`config.mk`:
```
export PLATFORM = sky130hd
export DESIGN_NAME = skx_mapper
export DESIGN_NICKNAME = d
export VERILOG_FILES = /design/src/skx_pkg.sv /design/src/skx_fifo.sv /design/src/skx_mapper.sv
export VERILOG_INCLUDE_DIRS = /design/src
export SDC_FILE = /design/constraint.sdc
export NUM_CORES = 1
export LEC_CHECK = 0
export ABC_AREA = 1
export BUFFER_PORTS_ARGS = -buffer_cell sky130_fd_sc_hd__buf_2
export CORE_MARGIN = 2
export CORE_UTILIZATION = 55
export DETAILED_ROUTE_END_ITERATION = 10
export GPL_TIMING_DRIVEN = 0
export PLACE_DENSITY_LB_ADDON = 0.25
export SLEW_MARGIN = 20
export SYNTH_ARGS = -nofsm -noshare
export SYNTH_HDL_FRONTEND = slang
export SYNTH_SLANG_ARGS = --single-unit
```
`constraint.sdc`:
```
create_clock -name REF_CLK_I -period 3.7 [get_ports REF_CLK_I]
set_clock_uncertainty 0.2 [all_clocks]
set_input_delay 0.37 -clock REF_CLK_I [delete_from_list [all_inputs] [get_ports REF_CLK_I]]
set_output_delay 0.37 -clock REF_CLK_I [all_outputs]
set_load 0.005 [all_outputs]
```
`src/skx_defines.svh`:
```
// offsets, field positions, reset values and bit counts for the key stream mapper
// assumes: included by bare name; widths below match the mapper's 10-bit position counters, the three subfield ones its 7-bit sub_q
`ifndef SKX_DEFINES_SVH
`define SKX_DEFINES_SVH

// ----------------------------------------------------------------------------
// tail field
// ----------------------------------------------------------------------------
`define SKX_TAIL_BITS 10'h040
`define SKX_TAIL_KEY_FIRST 10'h008
`define SKX_TAIL_KEY_LAST 10'h02F
`define SKX_TAIL_KEY_BITS 10'h028

// ----------------------------------------------------------------------------
// payload field
// ----------------------------------------------------------------------------
`define SKX_HALF_PAY_BASE 10'h050
`define SKX_DBL_PAY_BITS 10'h320
`define SKX_SINGLE_DATA_BITS 10'h300
`define SKX_XFIELD_BITS 10'h004
`define SKX_SUB_BITS 7'h50
`define SKX_SUB_DATA_BITS 7'h40

// ----------------------------------------------------------------------------
// reset values
// ----------------------------------------------------------------------------
`define SKX_POS_RST 10'h000
`define SKX_SUB_RST 7'h00

`endif

```
`src/skx_pkg.sv`:
```
// types shared by the key stream mapper and its surroundings
// assumes: nothing; every user writes skx_pkg::name
`default_nettype none
package skx_pkg;

    // slot kind of the field being processed
    typedef enum logic {SKX_HALF, SKX_DOUBLE} skx_slot_t;

    // payload layout
    typedef enum logic [1:0] {SKX_UNPROT, SKX_MULTISUB, SKX_SINGLESUB} skx_fmt_t;

    // mapper sequencing
    typedef enum logic [1:0] {SKX_IDLE, SKX_REQ, SKX_TAIL, SKX_PAY} skx_state_t;

    // per-field descriptor, taken before the first bit of the field
    typedef struct packed {
        skx_slot_t slot;
        logic tail_ct;
        skx_fmt_t fmt;
        logic [7:0] ext_j;
        logic cipher_en;
        logic is_tx;
        logic [23:0] frame_num;
    } skx_field_t;

    // request for one segment of the frame's pair
    typedef struct packed {
        logic [23:0] frame_num;
        logic seg;
    } skx_key_req_t;

endpackage

`default_nettype wire

```
`src/skx_fifo.sv`:
```
// small first-in first-out buffer with valid/ready on both sides
// assumes: one clock, synchronous active-high reset, any depth of one or more (pointers wrap at DEPTH-1)
`timescale 1ns/100ps
`default_nettype none

module skx_fifo #(
    parameter int WIDTH = 1,
    parameter int DEPTH = 4
) (
    // clock and reset
    input wire logic clk_i,
    input wire logic rst_i,
    // filling side
    input wire logic in_valid_i,
    input wire logic [WIDTH-1:0] in_data_i,
    output logic in_ready_o,
    // draining side
    output logic out_valid_o,
    output logic [WIDTH-1:0] out_data_o,
    input wire logic out_ready_i
);
    localparam int AW = (DEPTH > 1) ? $clog2(DEPTH) : 1;

    logic [WIDTH-1:0] mem_q [DEPTH];
    logic [AW-1:0] wr_ptr_q;
    logic [AW-1:0] rd_ptr_q;
    logic [AW:0] cnt_q;
    logic push;
    logic pop;

    // ready and valid come straight from the fill level
    assign in_ready_o = (cnt_q != (AW+1)'(DEPTH));
    assign out_valid_o = (cnt_q != '0);
    assign out_data_o = mem_q[rd_ptr_q];
    assign push = in_valid_i && in_ready_o;
    assign pop = out_valid_o && out_ready_i;

    // storage: no reset, contents are only read while counted valid
    always_ff @(posedge clk_i)
    begin
        if (push)
        begin
            mem_q[wr_ptr_q] <= in_data_i;
        end
    end

    // pointers and level
    always_ff @(posedge clk_i)
    begin
        if (rst_i)
        begin
            wr_ptr_q <= '0;
            rd_ptr_q <= '0;
            cnt_q <= '0;
        end
        else
        begin
            if (push)
            begin
                wr_ptr_q <= (wr_ptr_q == AW'(DEPTH - 1)) ? '0 : wr_ptr_q + AW'(1);
            end
            if (pop)
            begin
                rd_ptr_q <= (rd_ptr_q == AW'(DEPTH - 1)) ? '0 : rd_ptr_q + AW'(1);
            end
            if (push && !pop)
            begin
                cnt_q <= cnt_q + (AW+1)'(1);
            end
            else if (pop && !push)
            begin
                cnt_q <= cnt_q - (AW+1)'(1);
            end
        end
    end

endmodule

`default_nettype wire

```
`src/skx_mapper.sv`:
```
// key stream mapper: XORs key stream segment bits onto tail and payload bits
// assumes: descriptor, key bits and field bits all on REF_CLK_I; generator honours requests
//
// What this block does
// - each enciphered field consumes one segment of 120 + j bits (half slot)
// - control-tail: segment bits 0..39 XOR onto tail bits 8..47 in order
// - other tail types: segment bits 0..39 are consumed and discarded
// - half unprotected: segment bits 40..119+j XOR onto payload bits 0..79+j
// - half protected: bits 40..103 onto data 0..63, bits 104..119 unused
// - half protected with j above zero: bits 120.. onto payload bits 80..
// - redundancy checks and trailing check field always pass in clear
// - a half-slot frame's two segments total 240 + 2j bits
// - half unprotected payload: all 80 + j bits are channel data
// - half protected: 64 data bits then a 16-bit check
// - double unprotected payload: all 800 bits are channel data
// - double multisubfield: each subfield is 64 data bits plus 16-bit check
// - double singlesubfield: 768 data, 32-bit check, 4-bit trailing field
// - new bearer adopts current mode; same key and initial value if ciphering
// - both handover connections use the same frame-indexed segment pair
// - second connection starts clear, encryption enabled later by portable side
// - external handover: new connection starts in clear mode
// - fixed side sends with first segment, portable side with the second
// - both ends keep frame numbering in step for segment selection
`timescale 1ns/100ps
`default_nettype none
`include "skx_defines.svh"

module skx_mapper #(
    parameter int KEY_FIFO_DEPTH = 4
) (
    // clock and reset
    input wire logic REF_CLK_I,
    input wire logic RST_I,
    // role of this end
    input wire logic FIXED_SIDE_I,
    // per-field descriptor
    input wire logic FLD_VALID_I,
    input wire skx_pkg::skx_field_t FLD_I,
    output logic FLD_READY_O,
    // segment request to the key stream generator
    output logic KEY_REQ_VALID_O,
    output skx_pkg::skx_key_req_t KEY_REQ_O,
    input wire logic KEY_REQ_READY_I,
    // key stream bits from the generator
    input wire logic KEY_VALID_I,
    input wire logic KEY_BIT_I,
    output logic KEY_READY_O,
    // field bits in, tail first then payload
    input wire logic DIN_VALID_I,
    input wire logic DIN_BIT_I,
    output logic DIN_READY_O,
    // field bits out
    output logic DOUT_VALID_O,
    output logic DOUT_BIT_O,
    input wire logic DOUT_READY_I,
    // end of field
    output logic FIELD_DONE_O
);

    // ------------------------------------------------------------------------
    // state
    // ------------------------------------------------------------------------
    skx_pkg::skx_state_t state_q;
    skx_pkg::skx_field_t fld_q;
    skx_pkg::skx_key_req_t req_q;
    logic [9:0] pos_q;
    logic [6:0] sub_q;
    logic [9:0] kcnt_q;
    logic dout_valid_q;
    logic dout_bit_q;
    logic done_q;

    logic key_v;
    logic key_b;
    logic key_pop;
    logic in_tail;
    logic in_pay;
    logic key_pos;
    logic apply;
    logic need_key;
    logic out_free;
    logic can_go;
    logic step;
    logic take;
    logic is_half;
    logic [9:0] klen;
    logic [9:0] plen;

    // ------------------------------------------------------------------------
    // key stream buffer
    // ------------------------------------------------------------------------
    // lets the generator run ahead a few bits while the output is stalled
    skx_fifo #(
        .WIDTH(1),
        .DEPTH(KEY_FIFO_DEPTH)
    ) u_key_fifo (
        .clk_i(REF_CLK_I),
        .rst_i(RST_I),
        .in_valid_i(KEY_VALID_I),
        .in_data_i(KEY_BIT_I),
        .in_ready_o(KEY_READY_O),
        .out_valid_o(key_v),
        .out_data_o(key_b),
        .out_ready_i(key_pop)
    );

    // ------------------------------------------------------------------------
    // bit mapping
    // ------------------------------------------------------------------------
    // payload lengths follow slot kind and extension count
    assign is_half = (fld_q.slot == skx_pkg::SKX_HALF);
    assign klen = is_half ? (`SKX_HALF_PAY_BASE + {2'h0, fld_q.ext_j}) : `SKX_DBL_PAY_BITS;
    assign plen = klen + `SKX_XFIELD_BITS;
    assign in_tail = (state_q == skx_pkg::SKX_TAIL);
    assign in_pay = (state_q == skx_pkg::SKX_PAY);

    // which positions consume a key bit, and which of those are XORed
    always_comb
    begin
        key_pos = 1'h0;
        apply = 1'h0;
        if (in_tail)
        begin
            key_pos = (pos_q >= `SKX_TAIL_KEY_FIRST) && (pos_q <= `SKX_TAIL_KEY_LAST);
            apply = fld_q.tail_ct;
        end
        else if (in_pay)
        begin
            key_pos = (pos_q < klen);
            case (fld_q.fmt)
                skx_pkg::SKX_UNPROT: apply = 1'h1;
                skx_pkg::SKX_MULTISUB:
                begin
                    // check bits of each subfield stay clear
                    if (is_half && pos_q >= `SKX_HALF_PAY_BASE)
                    begin
                        apply = 1'h1;
                    end
                    else
                    begin
                        apply = (sub_q < `SKX_SUB_DATA_BITS);
                    end
                end
                skx_pkg::SKX_SINGLESUB: apply = (pos_q < `SKX_SINGLE_DATA_BITS);
                default: apply = 1'h0;
            endcase
        end
    end

    // one bit moves when input, key (if needed) and output slot are all there
    assign need_key = fld_q.cipher_en && key_pos;
    assign out_free = !dout_valid_q || DOUT_READY_I;
    assign can_go = (in_tail || in_pay) && out_free && (!need_key || key_v);
    assign DIN_READY_O = can_go;
    assign step = can_go && DIN_VALID_I;
    assign key_pop = step && need_key;
    assign take = (state_q == skx_pkg::SKX_IDLE) && FLD_VALID_I;
    assign FLD_READY_O = (state_q == skx_pkg::SKX_IDLE);

    // ------------------------------------------------------------------------
    // sequencing
    // ------------------------------------------------------------------------
    // descriptor is latched before any key bit of the field is used
    always_ff @(posedge REF_CLK_I)
    begin
        if (RST_I)
        begin
            state_q <= skx_pkg::SKX_IDLE;
            fld_q <= '0;
            req_q <= '0;
        end
        else
        begin
            case (state_q)
                skx_pkg::SKX_IDLE:
                begin
                    if (FLD_VALID_I)
                    begin
                        fld_q <= FLD_I;
                        req_q.frame_num <= FLD_I.frame_num;
                        req_q.seg <= FIXED_SIDE_I ? !FLD_I.is_tx : FLD_I.is_tx;
                        // clear-mode fields never ask for key stream
                        state_q <= FLD_I.cipher_en ? skx_pkg::SKX_REQ : skx_pkg::SKX_TAIL;
                    end
                end
                skx_pkg::SKX_REQ:
                begin
                    if (KEY_REQ_READY_I)
                    begin
                        state_q <= skx_pkg::SKX_TAIL;
                    end
                end
                skx_pkg::SKX_TAIL:
                begin
                    if (step && pos_q == `SKX_TAIL_BITS - 10'h001)
                    begin
                        state_q <= skx_pkg::SKX_PAY;
                    end
                end
                skx_pkg::SKX_PAY:
                begin
                    if (step && pos_q == plen - 10'h001)
                    begin
                        state_q <= skx_pkg::SKX_IDLE;
                    end
                end
                default: state_q <= skx_pkg::SKX_IDLE;
            endcase
        end
    end

    assign KEY_REQ_VALID_O = (state_q == skx_pkg::SKX_REQ);
    assign KEY_REQ_O = req_q;

    // bit position within tail or payload, and within the current subfield
    always_ff @(posedge REF_CLK_I)
    begin
        if (RST_I || take)
        begin
            pos_q <= `SKX_POS_RST;
            sub_q <= `SKX_SUB_RST;
        end
        else if (step)
        begin
            if (in_tail && pos_q == `SKX_TAIL_BITS - 10'h001)
            begin
                pos_q <= `SKX_POS_RST;
                sub_q <= `SKX_SUB_RST;
            end
            else
            begin
                pos_q <= pos_q + 10'h001;
                sub_q <= (in_pay && sub_q == `SKX_SUB_BITS - 7'h01) ? `SKX_SUB_RST : sub_q + 7'h01;
            end
        end
    end

    // key bits used in this field; only the checks below read it
    always_ff @(posedge REF_CLK_I)
    begin
        if (RST_I || take)
        begin
            kcnt_q <= `SKX_POS_RST;
        end
        else if (key_pop)
        begin
            kcnt_q <= kcnt_q + 10'h001;
        end
    end

    // ------------------------------------------------------------------------
    // output stage
    // ------------------------------------------------------------------------
    // registered so the XOR never sits on the consumer's path
    always_ff @(posedge REF_CLK_I)
    begin
        if (RST_I)
        begin
            dout_valid_q <= 1'h0;
            dout_bit_q <= 1'h0;
        end
        else if (step)
        begin
            dout_valid_q <= 1'h1;
            dout_bit_q <= DIN_BIT_I ^ (need_key & apply & key_b);
        end
        else if (DOUT_READY_I)
        begin
            dout_valid_q <= 1'h0;
        end
    end

    // end-of-field pulse
    always_ff @(posedge REF_CLK_I)
    begin
        if (RST_I)
        begin
            done_q <= 1'h0;
        end
        else
        begin
            done_q <= in_pay && step && (pos_q == plen - 10'h001);
        end
    end

    assign DOUT_VALID_O = dout_valid_q;
    assign DOUT_BIT_O = dout_bit_q;
    assign FIELD_DONE_O = done_q;
endmodule

`default_nettype wire

```
==> results of run 1 <==
==> cell families after synthesis <==
logic type | after synthesis
simple gates | 245
fa+ha+maj | 26
buf+inv | 82
xor+xnor | 5
compound gates | 107
flops | 73
==> area by class of cell <==
class	instances	area, µm²
buffer	14	68.8
clock buffer	11	141
clock inverter	5	78.8
fill	591	2170
inverter	68	260
multi-input combinational	383	2070
sequential	73	1500
tap	96	120
timing repair buffer	82	418
==> layout by cell type (no fill, tap or decap), drive strengths merged, types with 9 or more instances in the layout <==
| cell | instances |
|---|---|
| nand3 | 31 |
| inv | 68 |
| dfxtp | 69 |
| a21oi | 38 |
| buf | 86 |
| clkbuf | 21 |
| nor3 | 9 |
| o21ai | 57 |
| ha | 25 |
| nand2 | 88 |
| nor2 | 104 |
==> repair_timing <==
| item | 4_1_cts | 5_1_grt |
|---|---|---|
| gates resized for setup | 0 | 8 |
| setup buffers | 0 | 3 |
| endpoints found under the setup margin | 0 | 2 |
==> routing by layer <==
metal / global-route usage [%] / up-vias / routed length (µm)
li1: - / 1942 / -
met1: 30.3 / 1679 / 4060
met2: 42.6 / 100 / 4320
met3: 6.31 / 21 / 481
met4: 6.47 / 0 / 125
met5: 0 / - / 0
==> report_power, final <==
| group | leakage, nW | switching, mW | internal, mW | total (mW) |
|---|---|---|---|---|
| clock network | 0.114 | 0.300 | 0.399 | 0.698 |
| registers | 0.604 | 0.102 | 0.942 | 1.04 |
| logic | 1.42 | 0.610 | 0.387 | 0.998 |
==> stage by stage <==
stage,utilization [%],hold WS [ns]
6_report,68.2,0.0297
5_1_grt,68.2,0.0341
4_1_cts,67.7,0.0279
3_5_place_dp,64.4,0.267
3_3_place_gp,64.4,0.258
2_1_floorplan,-,0.230
==> flip-flops by register name (all words and copies together) (netlist names), named ones only <==
| register | count |
|---|---|
| DOUT_BIT_O | 1 |
| u_key_fifo.cnt_q | 3 |
| FIELD_DONE_O | 1 |
| u_key_fifo.mem_q | 4 |
| DOUT_VALID_O | 1 |
| fld_q | 13 |
| KEY_REQ_O | 25 |
| state_q | 2 |
| u_key_fifo.wr_ptr_q | 2 |
| pos_q | 10 |
| u_key_fifo.rd_ptr_q | 2 |
| sub_q | 7 |
==> worst reg2reg max path, stage by stage, from the launching register on <==
cell and delay [ns]:
dfxtp_2 0.36, ha_1 0.33, nor2_2 0.13, ha_1 0.26
nand2_1 0.09, inv_1 0.04, nand2_1 0.06, nand3_1 0.11
nand2_1 0.08, nand2_1 0.05, nand2_1 0.08, nand3_2 0.11
nand3_4 0.12, inv_2 0.08, nand2_2 0.10, ha_1 0.16
inv_1 0.07, fa_1 0.38, a21oi_1 0.14, o21ai_1 0.09
o21ai_1 0.12, a21oi_1 0.05
==> path summary, 6_finish.rpt <==
check,endpoint,cells past startpoint
worst max register to register,u_key_fifo.cnt_q[2],21
worst max-delay path,u_key_fifo.cnt_q[2],21
worst min register to register,fld_q[27],2
worst min-delay path,u_key_fifo.mem_q[0],1
==> impl_results.md, run 1 <==
* Status: completed
* R2r setup slk at just under 0.4 ns
* Peak VDD IR at ~0.44 mV
* Chip width at between 80 and 90 µm
* Adder-cell share of the synthesized area at 8.56%
* XOR/XNOR share of the synthesized area at 1.13%
* Commonest cells post-synth: nor2_1, nand2_1, dfxtp_1, inv_1, o21ai_0
* Global placer's final weighted congestion at 0.944
* Rows at 30
* Critical path's largest stage delay at 0.38 ns
* Relative slew slack at 67.9%
* Period utilization at 89.4%
* Fin area at 0.00466 mm²
* Distinct cells, synth at 40
* I/O Buffers at 79
* Top delay family on crit path: adder cells
* Antenna violations before repair at 0
* Pin count of the biggest net entering global routing at 14
* Skew-Pair Late Insertion Delay at between 0.3 and 0.4 ns
* Post-synth EDFFs at 4
* Vias in the first global route at 3,556
* TNS Setup at 0 ns
* Drt drc at 0
* Critical Path Fanout Max at 6
* Cell Pwr Density at 588 mW/mm²
* CTS max path bufs at 2
* Min-delay src: KEY_BIT_I
* Final number of hold-violating endpoints at 0
* DP HPWL at 6900 µm
* Share of post-route cells with drive strength above 1 at 20.4%
* Register bit count reported by yosys at 73
* Die Height at 88.1 µm
* Most numerous cell in the Yosys netlist: nor2_1
* Most repeated library cell on the critical path: nand2_1
* Slew @ Worst Pin at 0.477 ns
* Total number of vias at between 3,000 and 4,000
* CP endpoint kind: flip-flop
* Syn avg cell area at 7.22 µm²
* Pwr Total at 2.74 mW
* Gr ovfl total at 0
* Cells after synthesis at 538
* Initial Util at 56.9%
* GRT Util Overall at 24.5%
* Largest family of logic cells by synthesized area: simple AND/OR/NAND/NOR gates
* DR iter-0 viols at 255
* Main synth FF type: dfxtp_1
* Crit path DAT at approximately 3.4 ns
* CP max-delay cell: fa_1
* Post-Syn Nets at approximately 610
* Antenna cells at 0
* Root Driver: clkbuf_8
* Num ports at 80
* Max Freq at 0.302 GHz
* # hold bufs at CTS at 0
* Synth area leaders: dfxtp_1, nor2_1, ha_1
* Mapped Area at just under 0.004 mm²
* Final Max Tran Viols at 0
* R2r startpoint: fld_q[30]
* Sequential area share after synthesis at between 30% and 40%
* Placed Cells at 713
* Leak Pwr at 2.14 nW
* CTS sink cnt at 73
* Worst slack, placed at 0.0975 ns
* Endpoints failing setup at 0
* Yosys warns at 0
* Async set-reset flop share out of synthesis at 0%
* Hold Crit Class: primary input to flip-flop
* RSZ-0062 raised after global routing: false
* CTS tree: done
* Final worst setup slack at approximately 0.39 ns
* Crit-path cells: ha_1 -> nor2_2 -> ha_1 -> nand2_1 -> inv_1 -> nand2_1 -> nand3_1 -> nand2_1 -> nand2_1 -> nand2_1 -> nand3_2 -> nand3_4 -> inv_2 -> nand2_2 -> ha_1 -> inv_1 -> fa_1 -> a21oi_1 -> o21ai_1 -> o21ai_1 -> a21oi_1
* Layout area overhead at 19.9%
* CTS HTree Levels at 3
* Post-synth top area cell: dfxtp_1
* Die ar. at 0.00775 mm²
* DR WL/cell at 12.3 µm
* Crit path buf inv count at 3
* # Max-Cap Violations at 0
* Crit path from: fld_q[30]
* Post-layout net count at 705
* Post-DP Area at around 0.0044 mm²
* Worst endpoint required time at 3.74 ns
* Critical path class: flip-flop to flip-flop
* Mux share of post-synthesis cell area at 0%
* Finished Layout Cells at 732
* Crit start category: flip-flop
* Compound-Gate Fraction of Synth Area at 14.8%
* Num CTS Buffers at 9
* First-pass GRT wire length at roughly 15,000 µm
* First-pass iteration count of the detailed router at 5
* Simple-gate area share of the yosys netlist at between 20% and 30%
* Clock-pin slew on the worst setup and hold paths at 0.08 ns
* Yosys top cell area share at 35.5%
* Ratio of routed vias to standard cells at between 5 and 6
* Final ANT Viol Nets at 0
* Routed wire length at 8980 µm
* Final Critical Period at approximately 3.3 ns
* Core Region at slightly below 0.007 mm²
(Power assumes the default switching activity.)
==> run 2: changes to the inputs <==
--- a/config.mk
+++ b/config.mk
@@ -10,10 +10,10 @@
 export BUFFER_PORTS_ARGS = -buffer_cell sky130_fd_sc_hd__buf_2
 export CORE_MARGIN = 2
 export CORE_UTILIZATION = 55
+export CTS_BUF_LIST = sky130_fd_sc_hd__clkbuf_4 sky130_fd_sc_hd__clkbuf_8 sky130_fd_sc_hd__clkbuf_16
 export DETAILED_ROUTE_END_ITERATION = 10
 export GPL_TIMING_DRIVEN = 0
 export PLACE_DENSITY_LB_ADDON = 0.25
-export SLEW_MARGIN = 20
 export SYNTH_ARGS = -nofsm -noshare
 export SYNTH_HDL_FRONTEND = slang
 export SYNTH_SLANG_ARGS = --single-unit
==> impl_results.md, run 2 (synthesized netlist as in run 1, its figures left out) <==
* Status: completed
* First-pass GRT wire length at about 15,000 µm
* Die Height at 88.1 µm
* CTS tree: done
* Final design utilization at 68.2%
* Fin area at 0.00466 mm²
* Rows at 30
* Global placer's final weighted congestion at roughly 0.94
* Post-layout net count at 705
* Peak VDD IR at 0.441 mV
* Cell Pwr Density at 590 mW/mm²
* # hold bufs at CTS at 0
* Root Driver: clkbuf_8
* Pin count of the biggest net entering global routing at 14
* Finished Layout Cells at ~730
* Final number of hold-violating endpoints at 0
* DR iter-0 viols at about 320
* TNS Setup at 0 ns
* Hold Crit Class: primary input to flip-flop
* Hold path depth at 1
* Met2 WL at 4340 µm
* R2r setup slk at 0.38 ns
* Period utilization at 89.8%
* Relative slew slack at 67.6%
* Total number of vias at 3,742
* Routed metal-1 wire length at 4110 µm
* Core Region at between 0.006 and 0.007 mm²
* I/O Buffers at between 70 and 80
* Final worst setup slack at 0.377 ns
* Clock-pin slew on the worst setup and hold paths at about 0.08 ns
* Antenna cells at 0
* Share of post-route cells with drive strength above 1 at 20.6%
* Die ar. at 0.00775 mm²
* Worst endpoint required time at 3.74 ns
* Worst r2r path cells at 21
* Slew @ Worst Pin at approximately 0.48 ns
* Most common cell after layout, fill and taps aside: nor2_1
* DP HPWL at ~6900 µm
* CTS HTree Levels at 3
* Worst slack, placed at 0.0975 ns
* Max FFs per register at 25
* Leak Pwr at 2.14 nW
* Endpoints failing setup at 0
* Placed Cells at between 700 and 800
* Worst Hold End: u_key_fifo.mem_q[0]
* GRT Util Overall at 24.4%
* Crit path DAT at 3.36 ns
* Post-DP Area at 0.00440 mm²
* Critical Path Fanout Max at 6
* Drt drc at 0
* Gr ovfl total at 0
* R2r endpoint: u_key_fifo.cnt_q[2]
* Max Freq at 0.301 GHz
* Final Critical Period at 3.32 ns
* Num ports at 80
* Min-delay src: KEY_BIT_I
* Crit start category: flip-flop
* Initial Util at 56.9%
* Antenna violations before repair at 0
* Vias in the first global route at 3,557
* R2r startpoint: fld_q[30]
* Chip width at 88.1 µm
* Layout area overhead at 20.0%
* CP endpoint kind: flip-flop
* Final ANT Viol Nets at 0
* Skew-Pair Late Insertion Delay at approximately 0.35 ns
* Routed wl met3 at a little under 500 µm
* CTS max path bufs at 2
* Routed wire length at 9060 µm
* Final Max Tran Viols at 0
* Most frequent cells in the layout: nor2_1, nand2_1, buf_2, dfxtp_1, inv_1
* RSZ-0062 raised after global routing: false
* First-pass iteration count of the detailed router at 5
* DR top layer: met4
* DR WL/cell at 12.4 µm
* Ratio of routed vias to standard cells at about 5
* CTS sink cnt at 73
* Num CTS Buffers at 9
* # Max-Cap Violations at 0
* Critical path class: flip-flop to flip-flop
## run 2: cell counts in the layout (fill, tap and decap cells not counted)
Identical to the previous run, type by type.
## run 2: what timing repair did
| item | 4_1_cts | 5_1_grt |
|---|---|---|
| buffers inserted | 0 | 3 |
| resized for setup | 0 | 8 |
| endpoints found under the setup margin | 0 | 2 |
## run 2: power by group
| part | total [mW] | switching (mW) | internal (mW) |
|---|---|---|---|
| logic | 1.00 | 0.614 | 0.388 |
| clock network | 0.704 | 0.298 | 0.406 |
| registers | 1.04 | 0.102 | 0.942 |
## run 2: worst max path at each step
stage | start | endpoint | depth (start not counted)
after CTS | fld_q[30] | u_key_fifo.cnt_q[2] | 21
final | fld_q[30] | u_key_fifo.cnt_q[2] | 21
after global placement | fld_q[30] | u_key_fifo.cnt_q[2] | 21
after detailed placement | fld_q[30] | u_key_fifo.cnt_q[2] | 21
after global routing | fld_q[30] | u_key_fifo.cnt_q[2] | 22
after floorplan | fld_q[30] | u_key_fifo.cnt_q[2] | 21
## run 2: final cells by class
cell class	count	area, µm²
Clock buffer	11	145
Multi-Input combinational cell	383	2070
Sequential cell	73	1500
Fill cell	590	2170
Inverter	68	260
Tap cell	96	120
Timing Repair Buffer	82	418
Buffer	14	68.8
Clock inverter	5	78.8
## run 2: critical path, stage by stage (launching register included)
cell and delay (ns):
dfxtp_2 0.36, ha_1 0.33, nor2_2 0.13, ha_1 0.26
nand2_1 0.09, inv_1 0.04, nand2_1 0.06, nand3_1 0.11
nand2_1 0.08, nand2_1 0.05, nand2_1 0.08, nand3_2 0.11
nand3_4 0.12, inv_2 0.08, nand2_2 0.10, ha_1 0.16
inv_1 0.08, fa_1 0.38, a21oi_1 0.14, o21ai_1 0.09
o21ai_1 0.12, a21oi_1 0.05
## run 2: per-layer routing
layer / vias to the layer above / global-route usage, %
met5: - / 0
met4: 0 / 7.30
met3: 16 / 5.84
met2: 95 / 41.9
met1: 1688 / 30.6
li1: 1943 / -
## run 2: through the flow
stage	hold WS (ns)	power, mW
6_report	0.0326	2.75
5_1_grt	0.0398	2.94
4_1_cts	0.0235	2.73
3_5_place_dp	0.267	2.03
3_3_place_gp	0.258	1.98
2_1_floorplan	0.230	1.72
